--- src/relay_port_pkg.sv ---
/*
  Constants and carrier types for the isolated input / relay output port.
  Assumes a host I/O bus that presents byte reads and writes as one-cycle strobes.
*/
// Notes on behaviour
// - Eight byte registers, low three address bits select.
// - All relays off after reset.
// - Writes to 0 and 4 latch relay bytes.
// - Reads of 0 and 4 return relay bytes.
// - Reads of 1 and 5 return input states.
// - Read of 3 enables 5 ms input filter.
// - Any write to 3 disables filter.
// - Read of 7 gives ff or 00.
// - Read of 2 enables interrupts.
// - Any write to 2 disables interrupts.
// - Any write to 1 clears pending interrupt.
// - Read of 6: bits 0,1 enable, bit 2 pending.
// - Enabled: any input edge raises interrupt.
// - Interrupt enable off after reset.
// - Filters off after reset.
package relay_port_pkg;

  // ----------------------------------------------------------------
  // register offsets
  // ----------------------------------------------------------------
  localparam logic [2:0] OFF_RELAY_LOW = 3'h0;
  localparam logic [2:0] OFF_INPUT_LOW_OR_IRQ_CLEAR = 3'h1;
  localparam logic [2:0] OFF_IRQ_ENABLE_DISABLE = 3'h2;
  localparam logic [2:0] OFF_FILTER_ENABLE_DISABLE = 3'h3;
  localparam logic [2:0] OFF_RELAY_HIGH = 3'h4;
  localparam logic [2:0] OFF_INPUT_HIGH = 3'h5;
  localparam logic [2:0] OFF_IRQ_STATUS = 3'h6;
  localparam logic [2:0] OFF_FILTER_STATUS = 3'h7;

  // ----------------------------------------------------------------
  // field values and reset values
  // ----------------------------------------------------------------
  localparam logic [7:0] RELAY_RESET = 8'h00;
  localparam logic [7:0] FILTER_ON_BYTE = 8'hff;
  localparam logic [7:0] FILTER_OFF_BYTE = 8'h00;
  localparam int IRQ_ENABLE_BIT0 = 0;
  localparam int IRQ_ENABLE_BIT1 = 1;
  localparam int IRQ_PENDING_BIT = 2;

  // ----------------------------------------------------------------
  // timing
  // ----------------------------------------------------------------
  localparam int CLK_HZ = 50_000_000;
  localparam int FILTER_TIME_MS = 5;
  // longest time, so rounded down
  localparam int FILTER_CYCLES = CLK_HZ / 1000 * FILTER_TIME_MS;
  localparam int SYNC_STAGES = 3;

  // ----------------------------------------------------------------
  // bus carrier
  // ----------------------------------------------------------------
  typedef struct packed {
    logic rd;
    logic wr;
    logic [2:0] addr;
    logic [7:0] wdata;
  } io_req_s;

endpackage

--- src/isolated_input_relay_port.sv ---
/*
  Isolated input / relay output port with filter and change interrupt.
  Assumes the host bus decodes the base and presents one-cycle rd/wr strobes
  with the low three address bits; read data is registered one cycle later.
*/
`timescale 1ns/100ps
`default_nettype none
module isolated_input_relay_port #(
  parameter int INPUTS = 16,
  parameter int FILTER_CYCLES = relay_port_pkg::FILTER_CYCLES
) (
  input wire logic clk,
  input wire logic rst,
  input wire relay_port_pkg::io_req_s req,
  output logic [7:0] rdata,
  output logic rvalid,
  output logic [15:0] relay_output_bit,
  input wire logic [INPUTS-1:0] isolated_input_bit,
  output logic irq
);

  // ----------------------------------------------------------------
  // decode
  // ----------------------------------------------------------------
  wire rd2 = req.rd && req.addr == relay_port_pkg::OFF_IRQ_ENABLE_DISABLE;
  wire rd3 = req.rd && req.addr == relay_port_pkg::OFF_FILTER_ENABLE_DISABLE;
  wire wr0 = req.wr && req.addr == relay_port_pkg::OFF_RELAY_LOW;
  wire wr1 = req.wr && req.addr == relay_port_pkg::OFF_INPUT_LOW_OR_IRQ_CLEAR;
  wire wr2 = req.wr && req.addr == relay_port_pkg::OFF_IRQ_ENABLE_DISABLE;
  wire wr3 = req.wr && req.addr == relay_port_pkg::OFF_FILTER_ENABLE_DISABLE;
  wire wr4 = req.wr && req.addr == relay_port_pkg::OFF_RELAY_HIGH;
  // writes to 5, 6, 7 decode to nothing: accepted, no effect

  logic filter_on;
  logic irq_enable;
  logic irq_pending;
  logic [INPUTS-1:0] level;
  logic [INPUTS-1:0] level_prev;

  // ----------------------------------------------------------------
  // input filters
  // ----------------------------------------------------------------
  genvar g;
  generate
    for (g = 0; g < INPUTS; g++)
    begin : g_in
      input_filter #(
        .FILTER_CYCLES(FILTER_CYCLES)
      ) u_filter (
        .clk(clk),
        .rst(rst),
        .pin(isolated_input_bit[g]),
        .filter_on(filter_on),
        .level(level[g])
      );
    end
  endgenerate

  wire [15:0] level16 = 16'(level);
  wire changed = (level != level_prev);

  // ----------------------------------------------------------------
  // relays
  // ----------------------------------------------------------------
  always_ff @(posedge clk or posedge rst)
  begin
    if (rst)
    begin
      relay_output_bit <= {relay_port_pkg::RELAY_RESET, relay_port_pkg::RELAY_RESET};
    end
    else
    begin
      if (wr0)
        relay_output_bit[7:0] <= req.wdata;
      if (wr4)
        relay_output_bit[15:8] <= req.wdata;
    end
  end

  // ----------------------------------------------------------------
  // filter and interrupt control
  // ----------------------------------------------------------------
  // a read and a write never share a cycle, so enable/disable cannot collide
  always_ff @(posedge clk or posedge rst)
  begin
    if (rst)
    begin
      filter_on <= 1'b0;
      irq_enable <= 1'b0;
    end
    else
    begin
      if (rd3)
        filter_on <= 1'b1;
      else if (wr3)
        filter_on <= 1'b0;
      if (rd2)
        irq_enable <= 1'b1;
      else if (wr2)
        irq_enable <= 1'b0;
    end
  end

  // pending is sticky; a change in the clear cycle wins over the clear
  always_ff @(posedge clk or posedge rst)
  begin
    if (rst)
    begin
      level_prev <= '0;
      irq_pending <= 1'b0;
      irq <= 1'b0;
    end
    else
    begin
      level_prev <= level;
      if (irq_enable && changed)
        irq_pending <= 1'b1;
      else if (wr1)
        irq_pending <= 1'b0;
      irq <= (irq_enable && changed) || (irq_pending && !wr1);
    end
  end

  // ----------------------------------------------------------------
  // read data
  // ----------------------------------------------------------------
  logic [7:0] next_rdata;
  always_comb
  begin
    next_rdata = 8'h00;
    case (req.addr)
      relay_port_pkg::OFF_RELAY_LOW: next_rdata = relay_output_bit[7:0];
      relay_port_pkg::OFF_RELAY_HIGH: next_rdata = relay_output_bit[15:8];
      relay_port_pkg::OFF_INPUT_LOW_OR_IRQ_CLEAR: next_rdata = level16[7:0];
      relay_port_pkg::OFF_INPUT_HIGH: next_rdata = level16[15:8];
      relay_port_pkg::OFF_IRQ_STATUS:
      begin
        next_rdata[relay_port_pkg::IRQ_ENABLE_BIT0] = irq_enable;
        next_rdata[relay_port_pkg::IRQ_ENABLE_BIT1] = irq_enable;
        next_rdata[relay_port_pkg::IRQ_PENDING_BIT] = irq_pending;
      end
      relay_port_pkg::OFF_FILTER_STATUS:
        next_rdata = filter_on ? relay_port_pkg::FILTER_ON_BYTE
                               : relay_port_pkg::FILTER_OFF_BYTE;
      default: next_rdata = 8'h00;
    endcase
  end

  always_ff @(posedge clk or posedge rst)
  begin
    if (rst)
    begin
      rdata <= 8'h00;
      rvalid <= 1'b0;
    end
    else
    begin
      rvalid <= req.rd;
      if (req.rd)
        rdata <= next_rdata;
    end
  end

endmodule // isolated_input_relay_port
`default_nettype wire

--- src/input_filter.sv ---
/*
  One isolated input: three-stage synchroniser and a settle filter.
  Assumes the raw pin is asynchronous to clk.
*/
`timescale 1ns/100ps
`default_nettype none
module input_filter #(
  parameter int FILTER_CYCLES = relay_port_pkg::FILTER_CYCLES
) (
  input wire logic clk,
  input wire logic rst,
  input wire logic pin,
  input wire logic filter_on,
  output logic level
);

  localparam int CW = $clog2(FILTER_CYCLES + 1);

  logic sync1;
  logic sync2;
  logic sync3;
  logic [CW-1:0] count;

  // a change counts once stages two and three agree
  wire stable = (sync2 == sync3);
  wire differs = stable && (sync3 != level);
  wire settled = (count >= CW'(FILTER_CYCLES - 1));

  always_ff @(posedge clk or posedge rst)
  begin
    if (rst)
    begin
      sync1 <= 1'b0;
      sync2 <= 1'b0;
      sync3 <= 1'b0;
    end
    else
    begin
      sync1 <= pin;
      sync2 <= sync1;
      sync3 <= sync2;
    end
  end

  // with filter_on, filtered level follows only after the input has held for the full time; without it, once stages two and three agree
  always_ff @(posedge clk or posedge rst)
  begin
    if (rst)
    begin
      count <= '0;
      level <= 1'b0;
    end
    else if (!differs)
    begin
      count <= '0;
    end
    else if (!filter_on || settled)
    begin
      count <= '0;
      level <= sync3;
    end
    else
    begin
      count <= count + CW'(1);
    end
  end

endmodule // input_filter
`default_nettype wire

--- config.mk ---
export PLATFORM = sky130hd
export DESIGN_NAME = isolated_input_relay_port
export DESIGN_NICKNAME = d
export VERILOG_FILES = /design/src/relay_port_pkg.sv /design/src/isolated_input_relay_port.sv /design/src/input_filter.sv
export SDC_FILE = /design/constraint.sdc
export NUM_CORES = 1
export LEC_CHECK = 0
export BUFFER_PORTS_ARGS = -buffer_cell sky130_fd_sc_hd__buf_2
export CORE_MARGIN = 1.5
export CORE_UTILIZATION = 50
export CTS_BUF_LIST = sky130_fd_sc_hd__clkbuf_8
export CTS_CLUSTER_DIAMETER = 80
export DETAILED_ROUTE_END_ITERATION = 7
export PLACE_DENSITY = 0.69
export SYNTH_ARGS = -nofsm -noshare
export SYNTH_HDL_FRONTEND = slang
export SYNTH_SLANG_ARGS = --single-unit
--- constraint.sdc ---
create_clock -name clk -period 15.89 [get_ports clk]
set_clock_uncertainty 0.05 [all_clocks]
set_input_delay 0.7945 -clock clk [delete_from_list [all_inputs] [get_ports clk]]
set_output_delay 0.7945 -clock clk [all_outputs]
set_load 0.005 [all_outputs]
==> results.toml, run 1 <==
[global_route]
grt_pass1_vias = 12950
grt_pass1_wl_um = 61390
grt_max_degree = 129
antenna_found_initial = 2
grt_overflow = 0
gr-usage-all-layers = 0.1949

[layout]
final_cells = 2409
fin_util = 0.5602
multiInputGateArea_um2 = 8021
syn_to_final_growth_pct = 10.65
nNetsFinal = 1938
layout-drive-gt1-share = 0.1073
register_area_um2 = 9935
fillers = 3144

[clocking]
clk_latency_ns = 0.60
postCtsResizedCells = 0
cts_tree = "built"
clock-root-buffer = "clkbuf_8"
cts.sinks = 397
postCtsSetupRepairBufs = 0
clkSlewWorstSetupHoldPaths_ns = 0.06
cts_max_level = 3
cts_inserted_buffers = 67
cts.path.max_buffers = 3
ctsHoldBuffers = 0

[synthesis]
synthArstFlopShare = 1.000
synth_edf_count = 0
syn_area_um2 = 18490
synth_xor_area_frac = 0.1208
synth_cell_types = 50
synth_nets = 1856
synth_simple_gate_area_frac = 0.2229
synthTopCellsByArea = "dfrtp_1 (54%), nor2_1 (8.4%), xnor2_1 (6.9%)"
synth_top_area_frac = 0.5373
yosysMostFrequentCell = "nor2_1"
synth-compound-area-share = 0.06273
yosysTopAreaCell = "dfrtp_1"
yosysSeqAreaShare = 0.5373
synth_mux_area_frac = 0.01658
synth_top_family_by_area = "simple AND/OR/NAND/NOR gates"
synth-seq-cells = 397
yosys_warnings = 0
syn_inst = 1809
ys.flop_type = "dfrtp_1"
synthAdderAreaFrac = 0.01083
syn_area_per_cell_um2 = 10.22
synth_common_cells = "nor2_1 (414), dfrtp_1 (397), xnor2_1 (146)"

[worst_setup_path]
worst_setup_path_start_kind = "flip-flop"
critPathCaptureType = "flip-flop"
cp_slowest_stage_delay_ns = 0.89
cp_slowest_cell = "or3_1"
crit_type = "reg2reg"
critical-path-top-delay-family = "simple AND/OR/NAND/NOR gates"
crit_path_cell_trace = "or4b_2 -> a211oi_2 -> or3_1 -> nor2_1"
crit_fanout = 18
cp_num_buf_inv = 0
cp.required_ns = 16.26
cp.arrival_ns = 2.93

[pwr]
p_sw_frac = 0.2543
pwr-share-seq = 0.507
intPower_mw = 1.633
switchingPower_uw = 556.9
clock_power_share = 0.416
leakagePower_nw = 8.259
power_mw = 2.190
irDropWorstVdd_mv = 0.07836
pwr-share-comb = 0.077
powerDensity_nw_per_um2 = 107.1

[flow_run]
maxCapViolations = 0

[floorplanning]
core_um2 = 36520
start_util = 0.5063
num_rows = 70
die_w_um = 195.3
ios = 57
die-area_um2 = 38140
die_y_um = 195.3

[sta]
report.final.slew_viol_count = 0
slew_headroom = 0.2659
setup_tns_ns = 0
tightest_slew_ns = 1.101
hold_slack_ns = 0.2514
clock.fmax_mhz = 391.1
hold_violations = 0
finalWorstPathRequiredPeriod_ns = 2.557
rsz0062_at_grt = "no"
setup_viol_count_final = 0
fin_crit_sh = 0.1609

[hold_path]
hold_class = "in2reg"

[detailed_routing]
dr.pass1.iters = 6
wl_per_cell_um = 14.66
drtAntennaViolNets = 0
drc = 0
drt_iter0_drc = 693
routed_wl_um = 35320
vias = 12890
via_per_inst = 5.349

[status]
status = "completed"

[placement]
hpwl_um = 23730
dp_cells = 2290
place.gp.congestion = 0.7900
io_buffers = 56
## power by group through the flow
stage	combinational (mW)	clock (mW)	sequential, mW
after global routing	0.193	0.985	1.12
final	0.168	0.912	1.11
after global placement	0.166	0	1.13
after CTS	0.171	0.944	1.11
after floorplan	0.130	0	1.11
after detailed placement	0.170	0	1.13
## worst register-to-register path: stages, from the launching register on
cell and delay (ns):
dfrtp_1 0.41, or4b_2 0.69, a211oi_2 0.23, or3_1 0.89
nor2_1 0.13
## cells in the final DEF (no fill, tap or decap), types with 6 or more instances in the layout
cell type / netlist / layout
nand3_1: 100 / 100
mux2i_1: 7 / 7
nand2_1: 81 / 81
and3_1: 33 / 33
nor3b_1: 19 / 19
clkinv_2: 0 / 8
xnor2_1: 146 / 146
buf_2: 12 / 56
o41ai_2: 11 / 11
o21bai_1: 13 / 13
dfrtp_1: 397 / 397
or4b_1: 8 / 8
nor4_1: 27 / 27
a31oi_1: 19 / 19
inv_1: 57 / 72
nor2_1: 414 / 414
nor3_1: 25 / 25
nor2b_1: 6 / 6
a21oi_1: 24 / 24
o21a_1: 17 / 17
clkbuf_8: 0 / 92
xor2_1: 109 / 109
or3_1: 20 / 20
a211oi_1: 14 / 14
ha_1: 16 / 16
mux2_2: 17 / 17
o21ai_0: 37 / 37
and4_1: 27 / 27
nand4_1: 41 / 41
nand2b_1: 14 / 14
nand3b_1: 15 / 15
nor2_4: 8 / 8
## cell type report
cell class | instances | share of cell area
Antenna cell | 2 | 0.0002446
Clock buffer | 92 | 0.06189
Clock inverter | 25 | 0.005259
Inverter | 57 | 0.01082
Multi-Input combinational cell | 1307 | 0.3921
Sequential cell | 397 | 0.4856
Tap cell | 468 | 0.02862
Timing Repair Buffer | 61 | 0.01553
## metal layers
metal	vias up	share of wire	GRT usage
li1	6344	-	-
met1	6268	0.47	0.2645
met2	186	0.46	0.3074
met3	88	0.041	0.04059
met4	0	0.031	0.07752
met5	-	0	0
## worst paths after layout
path / startpoint / endpoint / slack [ns] / cells after the start
max: g_in[2].u_filter.count[13]$_DFF_PP0_ / g_in[2].u_filter.count[2]$_DFF_PP0_ / 13.33 / 4
min: isolated_input_bit[4] / g_in[4].u_filter.sync1$_DFF_PP0_ / 0.25 / 1
max reg2reg: g_in[2].u_filter.count[13]$_DFF_PP0_ / g_in[2].u_filter.count[2]$_DFF_PP0_ / 13.33 / 4
min reg2reg: g_in[0].u_filter.sync1$_DFF_PP0_ / g_in[0].u_filter.sync2$_DFF_PP0_ / 0.29 / 0
max in group asynchronous: rst / g_in[2].u_filter.count[1]$_DFF_PP0_ / 13.96 / 3
min in group asynchronous: rst / g_in[6].u_filter.count[0]$_DFF_PP0_ / 0.29 / 2
## flip-flops by register name, indices dropped and copies added, names as in the netlist, 8 cells and up
| register | flops |
|---|---|
| relay_output_bit | 16 |
| level_prev | 16 |
| rdata | 8 |
| g_in.u_filter.count | 288 |
| g_in.u_filter.level | 16 |
| g_in.u_filter.sync1 | 16 |
| g_in.u_filter.sync2 | 16 |
| g_in.u_filter.sync3 | 16 |
## stage by stage
step	setup slack [ns]	cell area [um^2]
after floorplan	4.006	18490
after global placement	13.26	19080
after detailed placement	13.24	19080
after CTS	13.29	20450
after global routing	13.13	20460
final	13.33	20460
## kinds of logic after synthesis
| group | Yosys count |
|---|---|
| xor+xnor | 255 |
| flops | 397 |
| simple gates | 851 |
| mux | 26 |
| buf+inv | 105 |
| compound gates | 159 |
| fa+ha+maj | 16 |
Note: power is estimated with default switching activity, not from simulation.
==> run 2: changes to the inputs <==
- ABC_AREA: not set -> 1
- PLACE_DENSITY: 0.69 -> 0.72
- clock period: 15.89 -> 2.2 ns (I/O delays scaled with it)
==> run 2 against run 1 <==
  * Largest cell class unchanged
  * Clock-buffer cell count is 8 lower
  * Worst hold slack lost 0.17 ns
  * First-iteration DRC count is 37% higher
  * Via count increased by 22%
  * Global-route usage grew 1.0 points
  * Setup slack got worse by 13 ns
  * Wire length increased by 15%
  * Flip-flop and latch count is the same
  * Highest routed layer unchanged
  * Die area grew 10%
  * Synthesized area increased by 10%
==> results.toml, run 2 <==
[synthesis]
yosysMostFrequentCell = "nor2_1"
syn_area_per_cell_um2 = 8.398
yosysTopAreaCell = "dfrtp_1"
syn_inst = 2425
synth_mux_area_frac = 0
synth_nets = 2472
syn_area_um2 = 20360
synthAdderAreaFrac = 0.009830
yosys_warnings = 0
yosysSeqAreaShare = 0.4878
synth_top_area_frac = 0.4878
synth-seq-cells = 397
synth_simple_gate_area_frac = 0.3087
synth_cell_types = 34
synth_edf_count = 0
synth_common_cells = "nor2_1 (535), nand2_1 (506), dfrtp_1 (397)"
ys.flop_type = "dfrtp_1"
synth_xor_area_frac = 0.09720
synthTopCellsByArea = "dfrtp_1 (49%), nor2_1 (9.9%), nand2_1 (9.3%)"
synthArstFlopShare = 1.000
synth_top_family_by_area = "simple AND/OR/NAND/NOR gates"
synth-compound-area-share = 0.04583

[worst_setup_path]
r2r-end = "g_in[15].u_filter.count[16]$_DFF_PP0_"
cp.arrival_ns = 2.29
cp.required_ns = 2.67
worstSetupStartpoint = "g_in[15].u_filter.count[0]$_DFF_PP0_"
critPathCaptureType = "flip-flop"
worst_setup_path_start_kind = "flip-flop"
crit_path_cell_trace = "ha_1 -> nand2_2 -> nor2_2 -> nand3_1 -> nand2_1 -> nand2_1 -> nand3_2 -> a21oi_1"
crit_type = "reg2reg"
cp_slowest_stage_delay_ns = 0.41
r2r_cells = 8
cp_slowest_cell = "dfrtp_1"
r2r-start = "g_in[15].u_filter.count[0]$_DFF_PP0_"
r2r_slack_ns = 0.38
cp_common_cell = "nand2_1"
critPathCapture = "g_in[15].u_filter.count[16]$_DFF_PP0_"
crit_fanout = 18

[clocking]
cts.path.max_buffers = 3
clk_latency_ns = 0.61
cts_tree = "built"
clkSlewWorstSetupHoldPaths_ns = 0.07
postCtsSetupRepairBufs = 0
cts_inserted_buffers = 68
cts_max_level = 3
cts.sinks = 397
clock-root-buffer = "clkbuf_8"

[layout]
syn_to_final_growth_pct = 12.74
design_area_um2 = 22960
final_cells = 3147
nNetsFinal = 2617
regMostFlops = "g_in.u_filter.count"
final_cell_mix = "nor2_1 (535), nand2_1 (506), dfrtp_1 (397)"
layout-drive-gt1-share = 0.1366
fin_util = 0.5752
largest_reg_flops = 288
final_common_cell = "nor2_1"

[detailed_routing]
drt_iter0_drc = 946
via_per_inst = 4.976
wl_per_cell_um = 12.92
vias = 15660
drtAntennaViolNets = 0
dr.pass1.iters = 5
drc = 0
routed_wl_um = 40640

[global_route]
gr-usage-all-layers = 0.2051
grt_pass1_wl_um = 70790
grt_max_degree = 122
grt_overflow = 0
antenna_found_initial = 2
grt_pass1_vias = 15470

[floorplanning]
die-area_um2 = 41950
die_y_um = 204.8
ios = 57
core_um2 = 39910
die_w_um = 204.8
num_rows = 73
start_util = 0.5102

[placement]
io_buffers = 56
place.gp.congestion = 0.8891
hpwl_um = 28510
dp_cells = 2994
dpl_cell_area_um2 = 21240
dp_slack_ns = 0.3859

[sta]
slew_headroom = 0.5552
hold_slack_ns = 0.08371
finalWorstPathRequiredPeriod_ns = 1.817
report.final.slew_viol_count = 0
setup_viol_count_final = 0
setup_tns_ns = 0
hold_violations = 0
tightest_slew_ns = 0.6672
clock.fmax_mhz = 550.4
finalWorstSetupSlack_ns = 0.3831
fin_crit_sh = 0.8259
rsz0062_at_grt = "no"

[status]
status = "completed"

[pwr]
irDropWorstVdd_mv = 0.5676
leakagePower_nw = 9.809
power_mw = 17.28
powerDensity_nw_per_um2 = 752.6

[hold_path]
hold_class = "in2reg"

[flow_run]
maxCapViolations = 0
-- run 2: changes by cell type in the layout (fill, tap and decap cells not counted), sizes merged, moves of 33 or more --
cell | before | now
nand2 | 81 | 519
nor2 | 424 | 630
inv | 73 | 237
xnor2 | 146 | 44
xor2 | 109 | 182
nand3 | 100 | 150
a21oi | 24 | 73
o21ai | 37 | 77
and3 | 33 | 0
-- run 2: repair_timing --
action                    4_1_cts  5_1_grt
hold endpoints to repair      442        0
gates resized for setup         0        0
hold buffers                   31        0
-- run 2: worst max-delay path: cells and delay by family, from the launching register on --
kind                     cells  cell delay (ns)
AND/OR/NAND/NOR              6             0.75
adder cells (fa/ha/maj)      1             0.24
AO/OA/AOI/OAI                1             0.27
flip-flops                   1             0.41
-- run 2: worst min-delay path by stage --
| stage | from | end | slack [ns] | cells after the start |
|---|---|---|---|---|
| detailed placement | isolated_input_bit[8] | g_in[8].u_filter.sync1$_DFF_PP0_ | 0.17 | 1 |
| floorplan | isolated_input_bit[0] | g_in[0].u_filter.sync1$_DFF_PP0_ | 0.09 | 0 |
| global route | isolated_input_bit[13] | g_in[13].u_filter.sync1$_DFF_PP0_ | 0.06 | 2 |
| CTS | isolated_input_bit[12] | g_in[12].u_filter.sync1$_DFF_PP0_ | 0.04 | 2 |
| finish | isolated_input_bit[13] | g_in[13].u_filter.sync1$_DFF_PP0_ | 0.08 | 2 |
| global placement | isolated_input_bit[1] | g_in[1].u_filter.sync1$_DFF_PP0_ | 0.17 | 1 |
-- run 2: cells by family (layout without fill, tap and decap cells) --
kind of cell               after synthesis  after routing
buffers and inverters                  237            432
adders and majority gates               16             16
other                                    0              2
AOI/OAI and AO/OA                      158            158
and+or+nand+nor                       1391           1391
DFF                                    397            397
xor gates and xnor gates               226            226
-- run 2: layer usage --
metal | wire [um] | share of wire | up-vias | GRT usage
met4 | 1384 | 0.034 | 0 | 0.09034
met2 | 18970 | 0.47 | 303 | 0.3335
met5 | 0 | 0 | - | 0
met1 | 18530 | 0.46 | 7313 | 0.2657
li1 | - | - | 7940 | -
met3 | 1761 | 0.043 | 103 | 0.04057
-- run 2: layout make-up --
cell class | instances | area (um^2)
fill | 3494 | 16960
sequential | 397 | 9935
multi-input combinational | 1791 | 9400
clock buffer | 84 | 1156
inverter | 216 | 814.5
timing repair buffer | 96 | 745.7
tap | 525 | 656.9
clock inverter | 36 | 245.2
antenna | 2 | 5.005
-- run 2: power by group --
part           total [mW]  switching, mW  leakage [nW]  internal, mW
clock                6.83           3.02         0.794          3.81
sequential           8.29          0.483          5.32          7.80
combinational        2.16           1.43          3.69         0.733
==> run 3: changes to the inputs <==
- PLACE_DENSITY: 0.72 -> 0.69
- clock period: 2.2 -> 1.84 ns (I/O delays scaled with it)
==> run 3 against run 2 <==
  * Register-to-register slack got worse by 0.23 ns
  * Critical path depth grew 1
  * Sequential power grew 19%
  * Critical path type is now in2reg
  * Via count up 0.33%
  * Design area grew 1.1%
  * Flip-flop and latch count did not move
  * Largest power group unchanged
  * Setup slack got worse by 0.32 ns
  * Final cell count up 0.89%
  * Non-clock buffer count increased by 24
  * Largest cell class unchanged
  * Combinational power up 26%
  * Clock power grew 20%
  * Highest routed layer is now met5
==> results.toml, run 3 (synthesized netlist as in run 2, its figures left out) <==
[sta]
rsz0062_at_grt = "yes"
setup_tns_ns = 0
report.final.slew_viol_count = 0
fin_crit_sh = 0.9668
finalWorstPathRequiredPeriod_ns = 1.779
slew_headroom = 0.6714
finalWorstSetupSlack_ns = 0.06114
hold_violations = 0
hold_slack_ns = 0.05933
clock.fmax_mhz = 562.2
tightest_slew_ns = 0.4930
setup_viol_count_final = 0

[pwr]
leakagePower_nw = 9.970
irDropWorstVdd_mv = 0.4823
power_mw = 20.74
powerDensity_nw_per_um2 = 893.8

[layout]
fin_util = 0.5815
regMostFlops = "g_in.u_filter.count"
largest_reg_flops = 288
design_area_um2 = 23210
nNetsFinal = 2643
final_cells = 3175
syn_to_final_growth_pct = 13.97
final_cell_mix = "nor2_1 (534), nand2_1 (506), dfrtp_1 (397)"
layout-drive-gt1-share = 0.1431
final_common_cell = "nor2_1"

[floorplanning]
die-area_um2 = 41950
ios = 57
die_w_um = 204.8
start_util = 0.5102
core_um2 = 39910
die_y_um = 204.8
num_rows = 73

[detailed_routing]
dr.pass1.iters = 5
routed_wl_um = 41030
via_per_inst = 4.948
drtAntennaViolNets = 0
wl_per_cell_um = 12.92
drc = 0
vias = 15710
drt_iter0_drc = 808

[global_route]
grt_pass1_vias = 15690
antenna_found_initial = 2
gr-usage-all-layers = 0.2079
grt_overflow = 0
grt_max_degree = 72
grt_pass1_wl_um = 71370

[worst_setup_path]
cp_slowest_stage_delay_ns = 0.56
cp_slowest_cell = "dlygate4sd3_1"
critical-path-top-delay-family = "buffers and inverters"
cp.arrival_ns = 2.26
crit_path_cell_trace = "dlygate4sd3_1 -> buf_2 -> inv_2 -> nand2_2 -> nor2_4 -> nand2_4 -> nand2_1 -> o21ai_1 -> dlygate4sd3_1"
critPathCaptureType = "flip-flop"
crit_type = "in2reg"
cp_num_buf_inv = 4
crit_fanout = 16
worst_setup_path_start_kind = "input port"
cp.required_ns = 2.32
cp_common_cell = "dlygate4sd3_1"

[clocking]
clock-root-buffer = "clkbuf_8"
cts_max_level = 3
cts_inserted_buffers = 70
cts.path.max_buffers = 3
clk_latency_ns = 0.64
cts.sinks = 397
clkSlewWorstSetupHoldPaths_ns = 0.07
cts_tree = "built"

[hold_path]
hold_class = "in2reg"

[placement]
hpwl_um = 29470
dp_slack_ns = 0.1130
place.gp.congestion = 0.8749
io_buffers = 56
dpl_cell_area_um2 = 21340
dp_cells = 3006

[status]
status = "completed"

[flow_run]
maxCapViolations = 0
run 3: changes by cell type in the layout (fill, tap and decap cells not counted), sizes merged:
cell         delta
buf            +18
clkinv          +4
clkinvlp        -1
diode           -1
dlygate4sd3     +6
inv             +2
run 3: worst reg2reg max path, cell delays in order (launching register included):
cell and delay (ns):
dfrtp_1 0.41, ha_1 0.23, nand2_1 0.16, nor2_2 0.07
nand3_1 0.08, nand2_1 0.05, nand2_1 0.12, nand3_4 0.25
a21oi_1 0.21
run 3: worst paths after layout:
check	depth (start not counted)	to	slack (ns)	from
worst max-delay path	9	relay_output_bit[14]$_DFFE_PP0P_	0.06	req[8]
worst min-delay path	2	g_in[4].u_filter.sync1$_DFF_PP0_	0.06	isolated_input_bit[4]
worst max register to register	8	g_in[4].u_filter.count[3]$_DFF_PP0_	0.15	g_in[4].u_filter.count[0]$_DFF_PP0_
worst min register to register	0	g_in[8].u_filter.sync2$_DFF_PP0_	0.29	g_in[8].u_filter.sync1$_DFF_PP0_
max in group asynchronous	5	g_in[13].u_filter.sync3$_DFF_PP0_	0.35	rst
min in group asynchronous	4	rdata[6]$_DFFE_PP0P_	0.55	rst
run 3: what timing repair did:
action | in CTS | in global routing
endpoints found under the setup margin | 0 | 23
endpoints found under the hold margin | 442 | 0
buffers inserted | 0 | 6
hold buffers | 37 | 0
resized for setup | 0 | 4
run 3: where the power goes:
part | switching [mW] | internal, mW
Combinational | 1.76 | 0.961
Sequential | 0.523 | 9.33
Clock | 3.60 | 4.56
Total | 5.89 | 14.9
run 3: cell type report:
class                      count  area (um^2)
tap                          525        656.9
inverter                     216        814.5
fill                        3461        16700
timing repair buffer         120        969.7
sequential                   397         9935
clock inverter                41        260.3
antenna                        1        2.502
clock buffer                  84         1156
multi-input combinational   1791         9415
run 3: routing by layer:
layer | up-vias | part of all wire | GRT usage
li1 | 7998 | - | -
met1 | 7362 | 0.46 | 0.2726
met2 | 260 | 0.46 | 0.3369
met3 | 88 | 0.042 | 0.04057
met4 | 2 | 0.030 | 0.08692
met5 | - | 0.00024 | 0
